`src/core/host_port_pkg.sv`:
```
// Shared constants and types for the display control-bus host port.
// Assumes a single 125 MHz core clock; every pin timing is counted in it.
package host_port_pkg;

  // Clock and bus timing, in nanoseconds as specified
  localparam int CLK_PERIOD_NS = 8;    // Core clock period
  localparam int T_UNIT_NS     = 10;   // Bus time unit T
  localparam int STROBE_NS     = 6 * T_UNIT_NS;  // Each strobe phase
  localparam int SETUP_NS      = 4 * T_UNIT_NS;  // Select/address setup

  // Least times round up to whole cycles
  localparam int HALF_CYC  = (STROBE_NS + CLK_PERIOD_NS - 1) / CLK_PERIOD_NS;
  localparam int SETUP_CYC = (SETUP_NS + CLK_PERIOD_NS - 1) / CLK_PERIOD_NS;
  localparam int TMR_W     = 4;        // Phase timer width

  // Widths and bit counts
  localparam int DATA_W      = 16;     // Parallel information bus
  localparam int SER_W       = 16;     // Serial frame shift register
  localparam int CNT_W       = 5;      // Serial bit counter
  localparam int BYTE_W      = 8;      // Serial byte
  localparam int RD_BITS     = 8;      // Bits in a serial read byte
  localparam int BITS_DC     = 8;      // Serial byte with command line
  localparam int BITS_9      = 9;      // Serial byte, flag bit leading
  localparam int BITS_16     = 16;     // Serial byte, flag plus padding
  localparam int PAD_16_W    = 7;      // Padding after flag, 16-bit frame

  // Field positions inside the synchroniser vector
  localparam int SYNC_TE_BIT  = DATA_W;
  localparam int SYNC_SDA_BIT = DATA_W + 1;
  localparam int SYNC_DIN_BIT = DATA_W + 2;
  localparam int SYNC_W       = DATA_W + 3;

  // Pin reset values
  localparam logic SEL_IDLE    = 1'b1;  // Module deselected
  localparam logic STROBE_IDLE = 1'b1;  // Read/write/serial strobes high
  localparam logic E_IDLE      = 1'b0;  // Clocked timing strobe low

  // Bus variant
  typedef enum logic [1:0] {
    MODE_A_FIXED,    // Parallel, static timing strobe
    MODE_A_CLOCKED,  // Parallel, clocked timing strobe
    MODE_B,          // Parallel, separate read/write strobes
    MODE_C           // Serial
  } mode_t;

  // Serial byte framing
  typedef enum logic [1:0] {
    SER_8_DC,        // Eight cycles, command/data line used
    SER_9,           // Nine cycles, flag bit first
    SER_16           // Sixteen cycles, flag bit first then padding
  } ser_fmt_t;

  // Transfer sequencer
  typedef enum logic [2:0] {
    ST_IDLE, ST_SETUP, ST_P1, ST_P2, ST_END
  } state_t;

endpackage : host_port_pkg

```
`src/core/display_host_port.sv`:
```
// Host-side controller for a display module control bus in three variants.
// Assumes one request at a time from the user side and a display module
// that follows the bus; read pins are synchronised before use.
// Operation
// RQ1 - Parallel variant A: static or clocked strobe
// RQ2 - Variant A write: command/data flag per word
// RQ3 - Static mode keeps timing strobe high
// RQ4 - Variant A read: command/data held low
// RQ5 - Clocked read: select low while data valid
// RQ6 - Variant B write: pulse write strobe low
// RQ7 - Command low, data high on flag line
// RQ8 - Variant B read: pulse read strobe, sample rise
// RQ9 - Variant B read: command/data held high
// RQ10 - Module tristates read data when flag low
// RQ11 - Module tolerates asynchronous stopped strobes
// RQ12 - Serial write: one bit per clock pulse
// RQ13 - Select falling starts serial sequence, rising ends
// RQ14 - Serial byte is eight, nine or sixteen
// RQ15 - Serial read: host samples on rising clock
// RQ16 - Serial read byte is eight cycles
// RQ17 - Serial read still drives flag line
// RQ18 - Serial bytes go most significant first
// RQ19 - Mid-byte deselect restarts byte at module
// RQ20 - Between-byte deselect pauses the sequence
// RQ21 - Module may return frame sync output
// RQ22 - Module ignores bus while deselected
// RQ23 - Reset line low resets the module
// RQ24 - Static mode: write at select fall
// RQ25 - Clocked mode: write at strobe fall
// RQ26 - Module synchronises strobes before edge detect
`timescale 1ns/1ps
module display_host_port #(
  parameter int DATA_W = 16
) (
  input  wire logic                     core_clk,
  input  wire logic                     rst_b,
  input  wire host_port_pkg::mode_t     bus_mode,
  input  wire host_port_pkg::ser_fmt_t  ser_fmt,
  input  wire logic                     ser_shared,
  input  wire logic                     req_valid,
  output logic                          req_ready,
  input  wire logic                     req_is_read,
  input  wire logic                     req_is_data,
  input  wire logic [DATA_W-1:0]        req_word,
  output logic                          resp_valid,
  output logic [DATA_W-1:0]             resp_word,
  input  wire logic                     dev_reset_req,
  output logic                          frame_sync_pulse,
  output logic                          frame_sync_level,
  output logic                          module_select_n,
  output logic                          cmd_data_sel,
  output logic                          read_write_n,
  output logic                          timing_strobe,
  output logic                          read_strobe_n,
  output logic                          write_strobe_n,
  output logic                          module_reset_n,
  output logic [DATA_W-1:0]             dq_o,
  output logic                          dq_oe,
  input  wire logic [DATA_W-1:0]        dq_i,
  output logic                          ser_clk,
  output logic                          ser_out,
  input  wire logic                     ser_in,
  output logic                          sda_o,
  output logic                          sda_oe,
  input  wire logic                     sda_i,
  input  wire logic                     frame_sync_out
);
  import host_port_pkg::*;

  // Sequencer and timer
  state_t              state_reg, state_next;
  logic [TMR_W-1:0]    tmr_reg, tmr_next;
  logic [CNT_W-1:0]    bits_reg, bits_next;
  // Latched request
  mode_t               mode_reg;
  ser_fmt_t            fmt_reg;
  logic                shared_reg;
  logic                is_read_reg;
  logic                is_data_reg;
  logic [DATA_W-1:0]   wr_word_reg;
  logic [SER_W-1:0]    shift_reg, shift_next;
  logic [DATA_W-1:0]   rd_word_reg, rd_word_next;
  // Registered pins
  logic                sel_n_reg, dc_reg, rw_reg, e_reg;
  logic                rd_n_reg, wr_n_reg, rst_n_reg;
  logic                dq_oe_reg, scl_reg, sda_oe_reg;
  logic                resp_valid_reg, te_prev_reg, te_pulse_reg;
  // Synchronised pin inputs
  logic [SYNC_W-1:0]   pins_s;

  // Frame bits for a serial byte, flag bit leading in the nine and sixteen bit formats
  function automatic logic [SER_W-1:0] build_frame(
    input ser_fmt_t          fmt,
    input logic              flag,
    input logic [BYTE_W-1:0] byte_v
  );
    logic [SER_W-1:0] f;
    f = '0;
    unique case (fmt)
      SER_8_DC: f = {byte_v, 8'h00};
      SER_9:    f = {flag, byte_v, 7'h00};
      SER_16:   f = {flag, 7'h00, byte_v};
    endcase
    return f;
  endfunction : build_frame

  // Bits in one serial byte
  function automatic logic [CNT_W-1:0] frame_bits(
    input ser_fmt_t fmt,
    input logic     rd
  );
    logic [CNT_W-1:0] n;
    n = CNT_W'(BITS_DC);
    // RQ16 reads always eight bits
    if (rd) begin
      n = CNT_W'(RD_BITS);
    end else begin
      unique case (fmt)
        SER_8_DC: n = CNT_W'(BITS_DC);
        SER_9:    n = CNT_W'(BITS_9);
        SER_16:   n = CNT_W'(BITS_16);
      endcase
    end
    return n;
  endfunction : frame_bits

  // Read pins pass two flops before any logic sees them
  pin_sync #(
    .WIDTH (SYNC_W)
  ) u_pin_sync (
    .core_clk (core_clk),
    .rst_b    (rst_b),
    .async_in ({ser_in, sda_i, frame_sync_out, dq_i}),
    .sync_out (pins_s)
  );

  // Handshake and state decode
  wire accept    = (state_reg == ST_IDLE) && req_valid;
  wire tmr_done  = (tmr_reg == '0);
  // Request as the pins see it; fresh fields on the accept edge
  // so no pin shows a stale mode for one cycle
  mode_t mode_cur;
  assign mode_cur = accept ? bus_mode : mode_reg;
  wire rd_cur    = accept ? req_is_read : is_read_reg;
  wire dc_cur    = accept ? req_is_data : is_data_reg;
  wire sh_cur    = accept ? ser_shared : shared_reg;
  wire is_serial = (mode_cur == MODE_C);
  wire more_bits = (bits_reg > CNT_W'(1));
  wire sample    = (state_reg == ST_P1) && tmr_done && is_read_reg;
  wire ser_bit   = shared_reg ? pins_s[SYNC_SDA_BIT] : pins_s[SYNC_DIN_BIT];
  wire n_active  = (state_next == ST_SETUP) || (state_next == ST_P1) ||
                   (state_next == ST_P2);
  wire n_p1      = (state_next == ST_P1);
  wire n_p2      = (state_next == ST_P2);
  wire n_mode_a  = (mode_cur == MODE_A_FIXED) || (mode_cur == MODE_A_CLOCKED);

  // Next state of the sequencer
  always_comb begin
    state_next = state_reg;
    tmr_next   = tmr_done ? tmr_reg : tmr_reg - TMR_W'(1);
    bits_next  = bits_reg;
    shift_next = shift_reg;
    unique case (state_reg)
      ST_IDLE: begin
        if (req_valid) begin
          state_next = ST_SETUP;
          tmr_next   = TMR_W'(SETUP_CYC - 1);
          bits_next  = (bus_mode == MODE_C) ?
                       frame_bits(ser_fmt, req_is_read) : CNT_W'(1);
          // RQ18 most significant first
          shift_next = build_frame(ser_fmt, req_is_data,
                                   req_word[BYTE_W-1:0]);
        end
      end
      ST_SETUP: begin
        if (tmr_done) begin
          state_next = ST_P1;
          tmr_next   = TMR_W'(HALF_CYC - 1);
        end
      end
      ST_P1: begin
        if (tmr_done) begin
          state_next = ST_P2;
          tmr_next   = TMR_W'(HALF_CYC - 1);
        end
      end
      ST_P2: begin
        if (tmr_done) begin
          tmr_next = TMR_W'(HALF_CYC - 1);
          // RQ14 loop over the byte's bits
          if (is_serial && more_bits) begin
            state_next = ST_P1;
            bits_next  = bits_reg - CNT_W'(1);
            shift_next = {shift_reg[SER_W-2:0], 1'b0};
          end else begin
            state_next = ST_END;
          end
        end
      end
      ST_END: begin
        if (tmr_done) begin
          state_next = ST_IDLE;
        end
      end
    endcase
  end

  // Read capture: parallel word or serial bit shifted in
  // RQ8 sample at end of low phase
  assign rd_word_next = is_serial ?
                        {rd_word_reg[DATA_W-2:0], ser_bit} :
                        pins_s[DATA_W-1:0];

  // Next pin levels, registered below
  // RQ13 select spans the whole serial byte
  // RQ24 static mode: select low is the strobe
  // RQ5 clocked read: select spans valid data
  wire sel_n_next = (mode_cur == MODE_A_FIXED) ? !n_p1 : !n_active;
  // RQ3 timing strobe held high in static mode
  // RQ25 clocked write falls after high phase; read rises after low
  wire e_next = (mode_cur == MODE_A_FIXED) ? 1'b1 :
                (mode_cur != MODE_A_CLOCKED) ? E_IDLE :
                rd_cur ? n_p2 : n_p1;
  // RQ6 write strobe low then rising
  wire wr_n_next = !((mode_cur == MODE_B) && !rd_cur && n_p1);
  // RQ8 read strobe low then rising
  wire rd_n_next = !((mode_cur == MODE_B) && rd_cur && n_p1);
  // RQ12 serial clock low then rising per bit
  wire scl_next = !(is_serial && n_p1);
  // RQ4 RQ9 flag level fixed during reads
  // RQ2 RQ7 RQ17 flag follows request elsewhere
  wire dc_val = (n_mode_a && rd_cur) ? 1'b0 :
                ((mode_cur == MODE_B) && rd_cur) ? 1'b1 : dc_cur;
  wire dc_next  = n_active ? dc_val : dc_reg;
  wire rw_next  = n_active ? (n_mode_a && rd_cur) : rw_reg;
  // RQ1 host drives the bus only on parallel writes
  wire dq_oe_next  = n_active && !is_serial && !rd_cur;
  // RQ15 shared serial line released on reads
  wire sda_oe_next = n_active && is_serial && sh_cur && !rd_cur;

  // Sequencer registers
  always_ff @(posedge core_clk) begin
    if (!rst_b) begin
      state_reg <= ST_IDLE;
      tmr_reg   <= '0;
      bits_reg  <= '0;
      shift_reg <= '0;
    end else begin
      state_reg <= state_next;
      tmr_reg   <= tmr_next;
      bits_reg  <= bits_next;
      shift_reg <= shift_next;
    end
  end

  // Request latch, taken on accept
  always_ff @(posedge core_clk) begin
    if (!rst_b) begin
      mode_reg    <= MODE_A_FIXED;
      fmt_reg     <= SER_8_DC;
      shared_reg  <= 1'b0;
      is_read_reg <= 1'b0;
      is_data_reg <= 1'b0;
      wr_word_reg <= '0;
    end else if (accept) begin
      mode_reg    <= bus_mode;
      fmt_reg     <= ser_fmt;
      shared_reg  <= ser_shared;
      is_read_reg <= req_is_read;
      is_data_reg <= req_is_data;
      wr_word_reg <= req_word;
    end
  end

  // Read data, cleared on accept so serial bytes start clean
  always_ff @(posedge core_clk) begin
    if (!rst_b || accept) begin
      rd_word_reg <= '0;
    end else if (sample) begin
      rd_word_reg <= rd_word_next;
    end
  end

  // Pin registers
  always_ff @(posedge core_clk) begin
    if (!rst_b) begin
      sel_n_reg  <= SEL_IDLE;
      dc_reg     <= 1'b0;
      rw_reg     <= 1'b0;
      e_reg      <= E_IDLE;
      rd_n_reg   <= STROBE_IDLE;
      wr_n_reg   <= STROBE_IDLE;
      scl_reg    <= STROBE_IDLE;
      dq_oe_reg  <= 1'b0;
      sda_oe_reg <= 1'b0;
    end else begin
      sel_n_reg  <= sel_n_next;
      dc_reg     <= dc_next;
      rw_reg     <= rw_next;
      e_reg      <= e_next;
      rd_n_reg   <= rd_n_next;
      wr_n_reg   <= wr_n_next;
      scl_reg    <= scl_next;
      dq_oe_reg  <= dq_oe_next;
      sda_oe_reg <= sda_oe_next;
    end
  end

  // Module reset, response strobe and frame sync edge
  always_ff @(posedge core_clk) begin
    if (!rst_b) begin
      rst_n_reg      <= 1'b0;
      resp_valid_reg <= 1'b0;
      te_prev_reg    <= 1'b0;
      te_pulse_reg   <= 1'b0;
    end else begin
      // RQ23 reset line held low on request
      rst_n_reg      <= !dev_reset_req;
      resp_valid_reg <= (state_reg == ST_END) && tmr_done && is_read_reg;
      te_prev_reg    <= pins_s[SYNC_TE_BIT];
      // RQ21 rising frame sync becomes a pulse
      te_pulse_reg   <= pins_s[SYNC_TE_BIT] && !te_prev_reg;
    end
  end

  // Outputs
  assign req_ready        = (state_reg == ST_IDLE);
  assign resp_valid       = resp_valid_reg;
  assign resp_word        = rd_word_reg;
  assign frame_sync_pulse = te_pulse_reg;
  assign frame_sync_level = te_prev_reg;
  assign module_select_n  = sel_n_reg;
  assign cmd_data_sel     = dc_reg;
  assign read_write_n     = rw_reg;
  assign timing_strobe    = e_reg;
  assign read_strobe_n    = rd_n_reg;
  assign write_strobe_n   = wr_n_reg;
  assign module_reset_n   = rst_n_reg;
  assign dq_o             = wr_word_reg;
  assign dq_oe            = dq_oe_reg;
  assign ser_clk          = scl_reg;
  assign ser_out          = shift_reg[SER_W-1];
  assign sda_o            = shift_reg[SER_W-1];
  assign sda_oe           = sda_oe_reg;
endmodule : display_host_port

```
`src/core/pin_sync.sv`:
```
// Two-stage synchroniser for pins arriving from the display module.
// Assumes inputs are asynchronous to core_clk; only stage two is read.
`timescale 1ns/1ps
module pin_sync #(
  parameter int WIDTH = 1
) (
  input  wire logic             core_clk,
  input  wire logic             rst_b,
  input  wire logic [WIDTH-1:0] async_in,
  output logic      [WIDTH-1:0] sync_out
);

  logic [WIDTH-1:0] meta_reg;   // First stage, feeds stage two only
  logic [WIDTH-1:0] stable_reg; // Second stage

  // Two flops per bit, cleared by reset
  always_ff @(posedge core_clk) begin
    if (!rst_b) begin
      meta_reg   <= '0;
      stable_reg <= '0;
    end else begin
      meta_reg   <= async_in;
      stable_reg <= meta_reg;
    end
  end

  assign sync_out = stable_reg;

endmodule : pin_sync

```
`config.mk`:
```
export PLATFORM = sky130hd
export DESIGN_NAME = display_host_port
export DESIGN_NICKNAME = d
export VERILOG_FILES = /design/src/core/host_port_pkg.sv /design/src/core/display_host_port.sv /design/src/core/pin_sync.sv
export SDC_FILE = /design/constraint.sdc
export NUM_CORES = 1
export LEC_CHECK = 0
export ABC_AREA = 1
export BUFFER_PORTS_ARGS = -buffer_cell sky130_fd_sc_hd__buf_2
export CORE_MARGIN = 2
export CORE_UTILIZATION = 59
export CTS_CLUSTER_DIAMETER = 150
export DETAILED_ROUTE_END_ITERATION = 8
export GPL_ROUTABILITY_DRIVEN = 0
export MAX_ROUTING_LAYER = met4
export PLACE_DENSITY = 0.84
export SETUP_SLACK_MARGIN = 0.15
export SLEW_MARGIN = 40
export SYNTH_ARGS = -nofsm -noshare
export SYNTH_HDL_FRONTEND = slang
export SYNTH_SLANG_ARGS = --single-unit
```
`constraint.sdc`:
```
create_clock -name core_clk -period 3.8 [get_ports core_clk]
set_input_delay 0.19 -clock core_clk [delete_from_list [all_inputs] [get_ports core_clk]]
set_output_delay 0.19 -clock core_clk [all_outputs]
set_load 0.02 [all_outputs]
```
# Yosys cells after proc, flatten, opt, wreduce, memory -nomap -nowiden
# Cells that the tools add are included.
[word_totals]
wordCells = 119
regBits = 116
inputBits = 46
out_inout_bits = 48
[classes]
n_addsub = 2
reduce_logical = 39
magnitude_cmp = 1
n_eq_ne = 17
muxes = 35
[op_table]
columns = ["cell", "n"]
rows = [
  ["$mux 16", 4],
  ["$pmux 16 s3", 1],
  ["$pmux 16 s2", 1],
  ["$mux 5", 5],
  ["$logic_and 1x1->1", 18],
  ["$mux 3", 6],
  ["$pmux 3 s5", 1],
  ["$pmux 5 s3", 1],
  ["$eq 3x2->1 const B", 4],
  ["$mux 4", 3],
  ["$logic_not 1->1", 10],
  ["$mux 1", 10],
  ["$pmux 5 s2", 1],
  ["$eq 2x2->1 const B", 4],
  ["$pmux 4 s2", 1],
  ["$eq 3x1->1 const B", 2],
  ["$ne 2x2->1 const B", 3],
  ["$gt 5x1->1 const B", 1],
  ["$sub 5x1->5 const B", 1],
  ["$eq 2x1->1 const B", 2],
  ["$logic_not 2->1", 2],
  ["$logic_not 4->1", 1],
  ["$logic_or 1x1->1", 4],
  ["$reduce_and 4->1", 1],
  ["other kinds (7)", 7],
]

# Logic depth before layout (Yosys ltp)
# Gate-level depths: netlist (run 1).
[depth]
word_depth = 14
depth_mapped = 14
mapped_depth_nobuf = 14

# Cells and area by module
# From an unflattened synthesis (run 1), not the netlist that was laid out.
[hier_totals]
cells_unflattened = 624
hier_area_um2 = 4783.3
[by_module_without_submodules]
columns = ["mod", "instances", "seq_area_each_um2", "cells_per_inst", "area_each_um2"]
rows = [
  ["display_host_port", 1, 1561.5, 506, 3702.3],
  ["pin_sync", 1, 760.7, 118, 1081.0],
]

# Least setup slack after synthesis (run 1)
# OpenSTA, ideal clock, no wires.
[synth_path]
path_kind = "reg2reg"
startpoint = "register tmr_reg[0]"
endpoint = "register bits_reg[3]"
t_required_ns = 3.672
synth_period_minus_slack_ns = 1.716
n_path_buf = 1
setup_time_ns = 0.128
path_slack_ns = 2.084
stages_incl_launch_ff = 15
t_arrival_ns = 1.588
path_cell_list = "dfxtp_1 inv_1 ha_1 inv_1 nor2_1 nand2_1 a21oi_1 nand3_2 nand2_2 nand2_4 inv_4 buf_6 nand2_1 o21ai_1 nor2_1"
[synth_via]
elab_chain_len = 3
[synth_rtl]
columns = ["element", "line", "source"]
rows = [
  ["from (decl)", "display_host_port.sv:72", "logic [TMR_W-1:0] tmr_reg, tmr_next;"],
  ["from (signal assigned)", "display_host_port.sv:250", "tmr_reg <= tmr_next;"],
  ["$logic_not 4->1", "display_host_port.sv:139", "wire tmr_done = (tmr_reg == '0);"],
  ["$ne 2x2->1 (no source line)", "--", ""],
  ["$reduce_and 4->1 (no source line)", "--", ""],
  ["to (signal assigned)", "display_host_port.sv:251", "bits_reg <= bits_next;"],
  ["to (decl)", "display_host_port.sv:73", "logic [CNT_W-1:0] bits_reg, bits_next;"],
]
# Every way passes these cells.
# A chain may end at the register's enable or synchronous reset.

# Worst setup path in the final report (run 1)
[layout_path]
startpoint = "register state_reg[0]"
endpoint = "register rd_word_reg[7], in the netlist resp_word[7]"
[layout_via]
elab_chain_len = 5
elab_cells_between_ends = 9
classes_between = "eq/ne (2); mux (2); reduce/logical (5)"
[layout_rtl]
columns = ["element", "line", "source"]
rows = [
  ["from (decl)", "display_host_port.sv:71", "state_t state_reg, state_next;"],
  ["from (signal assigned)", "display_host_port.sv:249", "state_reg <= state_next;"],
  ["$logic_not 3->1", "display_host_port.sv:138", "wire accept = (state_reg == ST_IDLE) && req_valid;"],
  ["$logic_and 1x1->1", "display_host_port.sv:138", ""],
  ["$mux 2", "--", ""],
  ["$eq 2x2->1", "display_host_port.sv:147", "wire is_serial = (mode_cur == MODE_C);"],
  ["$mux 16", "display_host_port.sv:210", "assign rd_word_next = is_serial ?"],
  ["to (signal assigned)", "display_host_port.sv:280", "rd_word_reg <= rd_word_next;"],
  ["to (decl)", "display_host_port.sv:82", "logic [DATA_W-1:0] rd_word_reg, rd_word_next;"],
]
# Several ways; a longest one is shown, not always the timed one.

==> reports/results.env, run 1 <==
YOSYS_REGISTER_BITS=116
CRITICALPATHCATEGORY='flop to flop'
GRT_PASS1_VIAS=4494
ANTENNA_FOUND_INITIAL=0
CTS_MADE_BUFFERS=17
SYN_AREA_PER_CELL_SQ_UM=7.62
I_O_PIN_COUNT=94
GRT_MAX_DEGREE=60
SEQ_AREA_FRAC_SYNTH_PCT=49.2
VIAS_PER_CELL=5.40
ASYNC_SET_RESET_FLOP_SHARE_OUT_OF_SYNTHESIS_PCT=0
CLASS_OF_THE_WORST_HOLD_PATH='input pin to flop'
RSZ0062_AT_GRT='no'
WORSTSKEWPAIRLATENCY_NS=0.52
STDCELL_COUNT=855
MOSTFREQUENTLAYOUTCELLS='sky130_fd_sc_hd__nand2_1, sky130_fd_sc_hd__dfxtp_1, sky130_fd_sc_hd__buf_2, sky130_fd_sc_hd__inv_1, sky130_fd_sc_hd__a21oi_1'
TIMING_MAX_TRANSITION_VIOLATIONS_FINAL=0
FINAL_ANTENNA_NET_COUNT=0
CRIT_PATH_END_KIND='flop'
NUMBER_OF_ENABLE_FLIP_FLOP_CELLS_AFTER_SYNTHESIS=0
PRE_CTS_WS_NS=1.61
DIE_AREA_SQ_UM=8730
CTS.REPAIR_TIMING.SETUP_BUFFER_COUNT=0
FIN_TNS_SETUP_NS=0
DR.FIRST_ITER.DRC_COUNT=335
TOTAL_POWER_mW=4.51
GRT_UTIL_ALL_LAYERS_PCT=31.0
CTS_MAX_LEVEL=4
ENDPOINT_REQUIRED_TIME_ON_THE_CRITICAL_PATH_NS=4.21
FINALHOLDVIOLATIONS=0
NUM_ANTENNA_CELLS=0
LEAKAGEPOWER_nW=3.07
DIE-WIDTH_UM=93.4
MAX_SLEW.WORST_PIN.SLEW_NS=0.685
FIN_SKEW_NS=0.00748
FIN_CRIT_SH_PCT=60.2
CRIT_ARRIVAL_NS=2.70
DETAILEDROUTE.FIRSTPASSITERATIONCOUNT=8
NETLIST_AREA_SQ_UM=4720
WL_PER_CELL_UM=14.8
SYNTH-MAIN-FF-CELL='sky130_fd_sc_hd__dfxtp_1'
SLEW_HEADROOM_PCT=54.3
DIE_HEIGHT_UM=93.4
MINIMUM_SETUP_SLACK_IN_THE_FINAL_DESIGN_NS=1.51
DRIVE_ABOVE_1_SHARE_PCT=20.1
POST-ROUTE-DRC-COUNT=0
SETUP_VIOL_COUNT_FINAL=0
DP.FINAL_HPWL_UM=6730
YOSYS.CELL_TYPES.COUNT=39
AREA.GROWTH.SYNTH_TO_FINAL_PCT=30.8
PLACE_INST=785
VDD_DROP_MAX_mV=0.507
RESULT_OF_THE_RUN='finished clean'
POST_SYNTH_INST_COUNT=619
CTS_BUFFER_DEPTH=2
FLOORPLAN.CORE_AREA_SQ_UM=7730
POWER-PER-CELL-AREA_nW_PER_UM2=731
CTS_NUM_SINKS=116
GRT_FIRST_PASS_WIRELENGTH_UM=20500
SYNTH_WARNINGS=0
PLACE.PORT_BUFFERS=93
MAXCLOCKFREQUENCY_GHz=0.437
TIMING.FINAL.CRIT_PERIOD_NS=2.29
ROOT_BUFFER='sky130_fd_sc_hd__clkbuf_8'
VIA_COUNT=4620
TIMING.CRITICAL_PATH.FANOUT_MAX=26
LAYOUT_COMMONEST_CELL='sky130_fd_sc_hd__nand2_1'
GLOBALROUTEOVERFLOWTOTAL=0
CTS.REPORTEDPATHS.CLKPINSLEW_NS=0.06
TOTAL_ROUTED_WIRELENGTH_UM=12700
INITIAL_UTILIZATION_PCT=61.1
SYNTH_NETS=672
TRITONCTS_CLOCK_TREE='done'
DRV.MAX_CAP_VIOLATION_COUNT=0
START_KIND='flop'
NNETSFINAL=793
ROW_COUNT=32
[per-layer routing]
layer / track usage [%] / vias up / part of all wire [%]
met5: - / - / 0
met4: 16.2 / 0 / 3.6
met3: 7.90 / 50 / 6.6
met2: 52.0 / 226 / 51
met1: 33.9 / 2123 / 39
li1: - / 2221 / -
[where the power goes]
group          leakage (nW)  total [mW]  switching [mW]  internal, mW
Clock                 0.310        1.68           0.594          1.09
Sequential            0.952        1.53           0.117          1.42
Combinational          1.81        1.29           0.887         0.406
Total                  3.07        4.51            1.60          2.91
[Yosys cell counts (3+ instances only)]
| master | instances | area share (%) |
|---|---|---|
| sky130_fd_sc_hd__nand2_1 | 155 | 12 |
| sky130_fd_sc_hd__dfxtp_1 | 116 | 49 |
| sky130_fd_sc_hd__inv_1 | 87 | 6.9 |
| sky130_fd_sc_hd__a21oi_1 | 50 | 5.3 |
| sky130_fd_sc_hd__nor2_1 | 37 | 2.9 |
| sky130_fd_sc_hd__o21ai_0 | 35 | 3.7 |
| sky130_fd_sc_hd__nand3_1 | 30 | 3.2 |
| sky130_fd_sc_hd__o211ai_1 | 19 | 3.0 |
| sky130_fd_sc_hd__clkbuf_1 | 16 | 1.3 |
| sky130_fd_sc_hd__nand4_1 | 10 | 1.3 |
| sky130_fd_sc_hd__buf_2 | 7 | 0.74 |
| sky130_fd_sc_hd__ha_1 | 7 | 1.9 |
| sky130_fd_sc_hd__nand2_2 | 6 | 0.80 |
| sky130_fd_sc_hd__buf_6 | 4 | 0.95 |
| sky130_fd_sc_hd__buf_4 | 3 | 0.48 |
| sky130_fd_sc_hd__inv_2 | 3 | 0.24 |
| sky130_fd_sc_hd__nand2_4 | 3 | 0.72 |
| sky130_fd_sc_hd__nor3_1 | 3 | 0.32 |
| sky130_fd_sc_hd__o31ai_1 | 3 | 0.48 |
[worst max-delay path, stage by stage (launching register included)]
cell                       delay, ns
sky130_fd_sc_hd__dfxtp_1        0.40
sky130_fd_sc_hd__nor2_4         0.24
sky130_fd_sc_hd__nand3_4        0.29
sky130_fd_sc_hd__nand2_1        0.18
sky130_fd_sc_hd__nand2_2        0.12
sky130_fd_sc_hd__nand2_2        0.32
sky130_fd_sc_hd__inv_2          0.22
sky130_fd_sc_hd__nand2_1        0.11
sky130_fd_sc_hd__nand3_1        0.10
sky130_fd_sc_hd__o211ai_1       0.12
sky130_fd_sc_hd__inv_1          0.07
[through the flow]
step,hold WS [ns],util (%),cell area (sq um)
global route,0.143,79.9,6170
global placement,0.348,66.9,5170
detailed placement,0.357,66.9,5170
CTS,0.0127,79.9,6170
finish,0.0763,79.9,6170
floorplan,0.262,-,4720
[kinds of logic after synthesis]
group           synth area share, %
buf+inv                        11.1
mux                           0.424
simple gates                   22.8
fa+ha+maj                      1.86
xor+xnor                      0.186
compound gates                 14.4
flops                          49.2
[what timing repair did]
action,in CTS,in global routing
endpoints found under the setup margin,0,0
resized for setup,0,0
hold buffers,38,0
hold endpoints to repair,39,0
[layout make-up]
cell class,instances,area (sq um)
Sequential cell,116,2320
Multi-Input combinational cell,378,1880
Clock buffer,18,428
Tap cell,102,128
Timing Repair Buffer,134,868
Inverter,93,352
Clock inverter,14,200
Fill cell,435,1550
[final timing paths]
| kind | start | end | slack (ns) | cells past startpoint |
|---|---|---|---|---|
| setup reg to reg | state_reg[0] | resp_word[7] | 1.51 | 10 |
| setup / recovery | state_reg[0] | resp_word[7] | 1.51 | 10 |
| hold reg to reg | u_pin_sync.meta_reg[6] | u_pin_sync.sync_out[6] | 0.42 | 2 |
| hold / removal | req_is_read | bits_reg[0] | 0.08 | 4 |
Note: power is estimated with default switching activity, not from simulation.
==> inputs of run 2 (changes only) <==
--- a/config.mk
+++ b/config.mk
@@ -8,12 +8,12 @@
 export ABC_AREA = 1
 export BUFFER_PORTS_ARGS = -buffer_cell sky130_fd_sc_hd__buf_2
 export CORE_MARGIN = 2
-export CORE_UTILIZATION = 59
+export CORE_UTILIZATION = 49
 export CTS_CLUSTER_DIAMETER = 150
 export DETAILED_ROUTE_END_ITERATION = 8
 export GPL_ROUTABILITY_DRIVEN = 0
 export MAX_ROUTING_LAYER = met4
-export PLACE_DENSITY = 0.84
+export PLACE_DENSITY = 0.74
 export SETUP_SLACK_MARGIN = 0.15
 export SLEW_MARGIN = 40
 export SYNTH_ARGS = -nofsm -noshare
==> constraint.sdc (replaced) <==
create_clock -name core_clk -period 2.1 [get_ports core_clk]
set_input_delay 0.105 -clock core_clk [delete_from_list [all_inputs] [get_ports core_clk]]
set_output_delay 0.105 -clock core_clk [all_outputs]
set_load 0.02 [all_outputs]
==> run 2 against run 1 <==
  * Final area increased by 3.1%
  * Setup slack worse by 1.3 ns
  * Clock skew rose by 0.00097 ns
  * First-iteration DRC count fell by 8.7%
  * Highest routed layer unchanged
==> reports/results.env, run 2 (synthesis results as in run 1) <==
RESULT_OF_THE_RUN='finished clean'
REG2REG_FROM='tmr_reg[0]'
DIE_HEIGHT_UM=102  # +9.3%
GRT_PASS1_VIAS=4125  # -8.2%
WL_PER_CELL_UM=13.1  # -12%
VIA_COUNT=4460  # -3.5%
LEAKAGEPOWER_nW=3.13  # +1.8%
ENDPOINT_REQUIRED_TIME_ON_THE_CRITICAL_PATH_NS=2.50  # -1.71 ns
VIAS_PER_CELL=4.97  # -8.1%
FRACTION_OF_THE_CORE_AREA_COVERED_BY_CELLS_AT_THE_END_OF_THE_FLOW_PCT=68.5  # -11 points
TRITONCTS_CLOCK_TREE='done'
INITIAL_UTILIZATION_PCT=50.8  # -10 points
NUM_ANTENNA_CELLS=0  # unchanged
DRIVE_ABOVE_1_SHARE_PCT=22.0  # +1.9 points
DR.FIRST_ITER.DRC_COUNT=306  # -8.7%
START_KIND='flop'
DIE_AREA_SQ_UM=10400  # +19%
ROW_COUNT=35  # +9.4%
POST-ROUTE-DRC-COUNT=0  # unchanged
AREA.GROWTH.SYNTH_TO_FINAL_PCT=34.8
I_O_PIN_COUNT=94  # unchanged
CLASS_OF_THE_WORST_HOLD_PATH='input pin to flop'
CTS.REPORTEDPATHS.CLKPINSLEW_NS=0.06  # about the same
GLOBALROUTEOVERFLOWTOTAL=0  # unchanged
LAYOUT_COMMONEST_CELL='sky130_fd_sc_hd__nand2_1'
DRV.MAX_CAP_VIOLATION_COUNT=0  # unchanged
ANTENNA_FOUND_INITIAL=0  # unchanged
CTS_NUM_SINKS=116  # unchanged
TOTAL_POWER_mW=8.21  # +82%
MAX_SLEW.WORST_PIN.SLEW_NS=0.416  # -0.268 ns
POWER-PER-CELL-AREA_nW_PER_UM2=1290  # +77%
TIMING.CRITICAL_PATH.FANOUT_MAX=16  # -38%
TIMING.FINAL.CRIT_PERIOD_NS=1.85  # -0.436 ns
CTS_MADE_BUFFERS=17  # unchanged
CRIT_ARRIVAL_NS=2.25  # -0.45 ns
FIN_TNS_SETUP_NS=0  # unchanged
FIN_CRIT_SH_PCT=88.1  # +28 points
DETAILEDROUTE.FIRSTPASSITERATIONCOUNT=5  # -3
GRT_FIRST_PASS_WIRELENGTH_UM=19200  # -6.7%
SETUP_VIOL_COUNT_FINAL=0  # unchanged
RSZ0062_AT_GRT='yes'
PLACE.PORT_BUFFERS=93  # unchanged
MINIMUM_SETUP_SLACK_IN_THE_FINAL_DESIGN_NS=0.250  # -1.26 ns
CRITICALPATHCATEGORY='flop to flop'
ROOT_BUFFER='sky130_fd_sc_hd__clkbuf_8'
MOSTFREQUENTLAYOUTCELLS='sky130_fd_sc_hd__nand2_1, sky130_fd_sc_hd__dfxtp_1, sky130_fd_sc_hd__buf_2, sky130_fd_sc_hd__inv_1, sky130_fd_sc_hd__a21oi_1'
FIN_SKEW_NS=0.00845  # +0.000968 ns
FINALHOLDVIOLATIONS=0  # unchanged
CRIT_PATH_END_KIND='flop'
PRE_CTS_WS_NS=0.0560  # -1.56 ns
WORST_SETUP_PATH_STARTPOINT='tmr_reg[0]'
SLEW_HEADROOM_PCT=72.2  # +18 points
CTS_BUFFER_DEPTH=2  # unchanged
VDD_DROP_MAX_mV=0.728  # +44%
TIMING_MAX_TRANSITION_VIOLATIONS_FINAL=0  # unchanged
DIE-WIDTH_UM=102  # +9.3%
MAXCLOCKFREQUENCY_GHz=0.541  # +24%
GRT_UTIL_ALL_LAYERS_PCT=24.2  # -6.8 points
TOTAL_ROUTED_WIRELENGTH_UM=11700  # -7.3%
NNETSFINAL=809  # +2.0%
CTS_MAX_LEVEL=4  # unchanged
WORSTSKEWPAIRLATENCY_NS=0.52  # about the same
HOLD-WORST-SLACK_NS=0.0616  # -0.0148 ns
DP.FINAL_HPWL_UM=7250  # +7.7%
FINAL_ANTENNA_NET_COUNT=0  # unchanged
WORST_HOLD_STARTPOINT='req_valid'
GRT_MAX_DEGREE=33  # -45%
FLOORPLAN.CORE_AREA_SQ_UM=9280  # +20%
==> run 2: critical path, cell delays in order (launching register included) <==
cell and delay, ns:
sky130_fd_sc_hd__dfxtp_1 0.32, sky130_fd_sc_hd__inv_1 0.08, sky130_fd_sc_hd__ha_1 0.14, sky130_fd_sc_hd__inv_1 0.07, sky130_fd_sc_hd__nor2_4 0.13, sky130_fd_sc_hd__nand2_4 0.10
sky130_fd_sc_hd__a21oi_1 0.18, sky130_fd_sc_hd__nand3_2 0.10, sky130_fd_sc_hd__nand2_2 0.12, sky130_fd_sc_hd__nand2_8 0.11, sky130_fd_sc_hd__buf_4 0.16, sky130_fd_sc_hd__o21ai_0 0.15
sky130_fd_sc_hd__a21oi_1 0.06
==> run 2: metrics by stage <==
step / instance area [sq um] / std cells
after CTS: 6260 / 892
final: 6360 / 898
after global placement: 5270 / 820
after detailed placement: 5270 / 820
after floorplan: 4720 / 619
after global routing: 6360 / 898
==> run 2: power by group <==
part	total (mW)	leakage [nW]	switching (mW)	internal, mW
clock network	2.80	0.275	1.07	1.73
logic	2.62	1.90	1.70	0.916
registers	2.79	0.952	0.218	2.57
==> run 2: cell type report <==
class	instances	area [sq um]
tap	129	161
multi-input combinational	378	1920
timing repair buffer	150	1010
inverter	93	364
clock buffer	18	428
clock inverter	14	153
fill	711	2920
sequential	116	2320
==> run 2: final timing paths <==
check | depth (start not counted) | slack (ns) | to
max | 12 | 0.25 | shift_reg[5]
min | 3 | 0.06 | read_strobe_n
max reg2reg | 12 | 0.25 | shift_reg[5]
min reg2reg | 2 | 0.41 | u_pin_sync.sync_out[5]
==> run 2: what timing repair did <==
action                                 in CTS  in global routing
setup buffers                               0                  6
hold buffers                               40                  0
setup endpoints to repair                  15                 30
endpoints found under the hold margin      42                  0
gates resized for setup                     4                 17
gates cloned                                0                  0
pin swaps                                   1                  3
==> run 2: per-layer routing <==
layer	up-vias	global-route usage [%]	wire, um
met5	-	-	0
met4	0	11.9	310
met3	30	5.34	635
met2	171	38.5	5660
met1	2005	29.1	5130
li1	2254	-	-
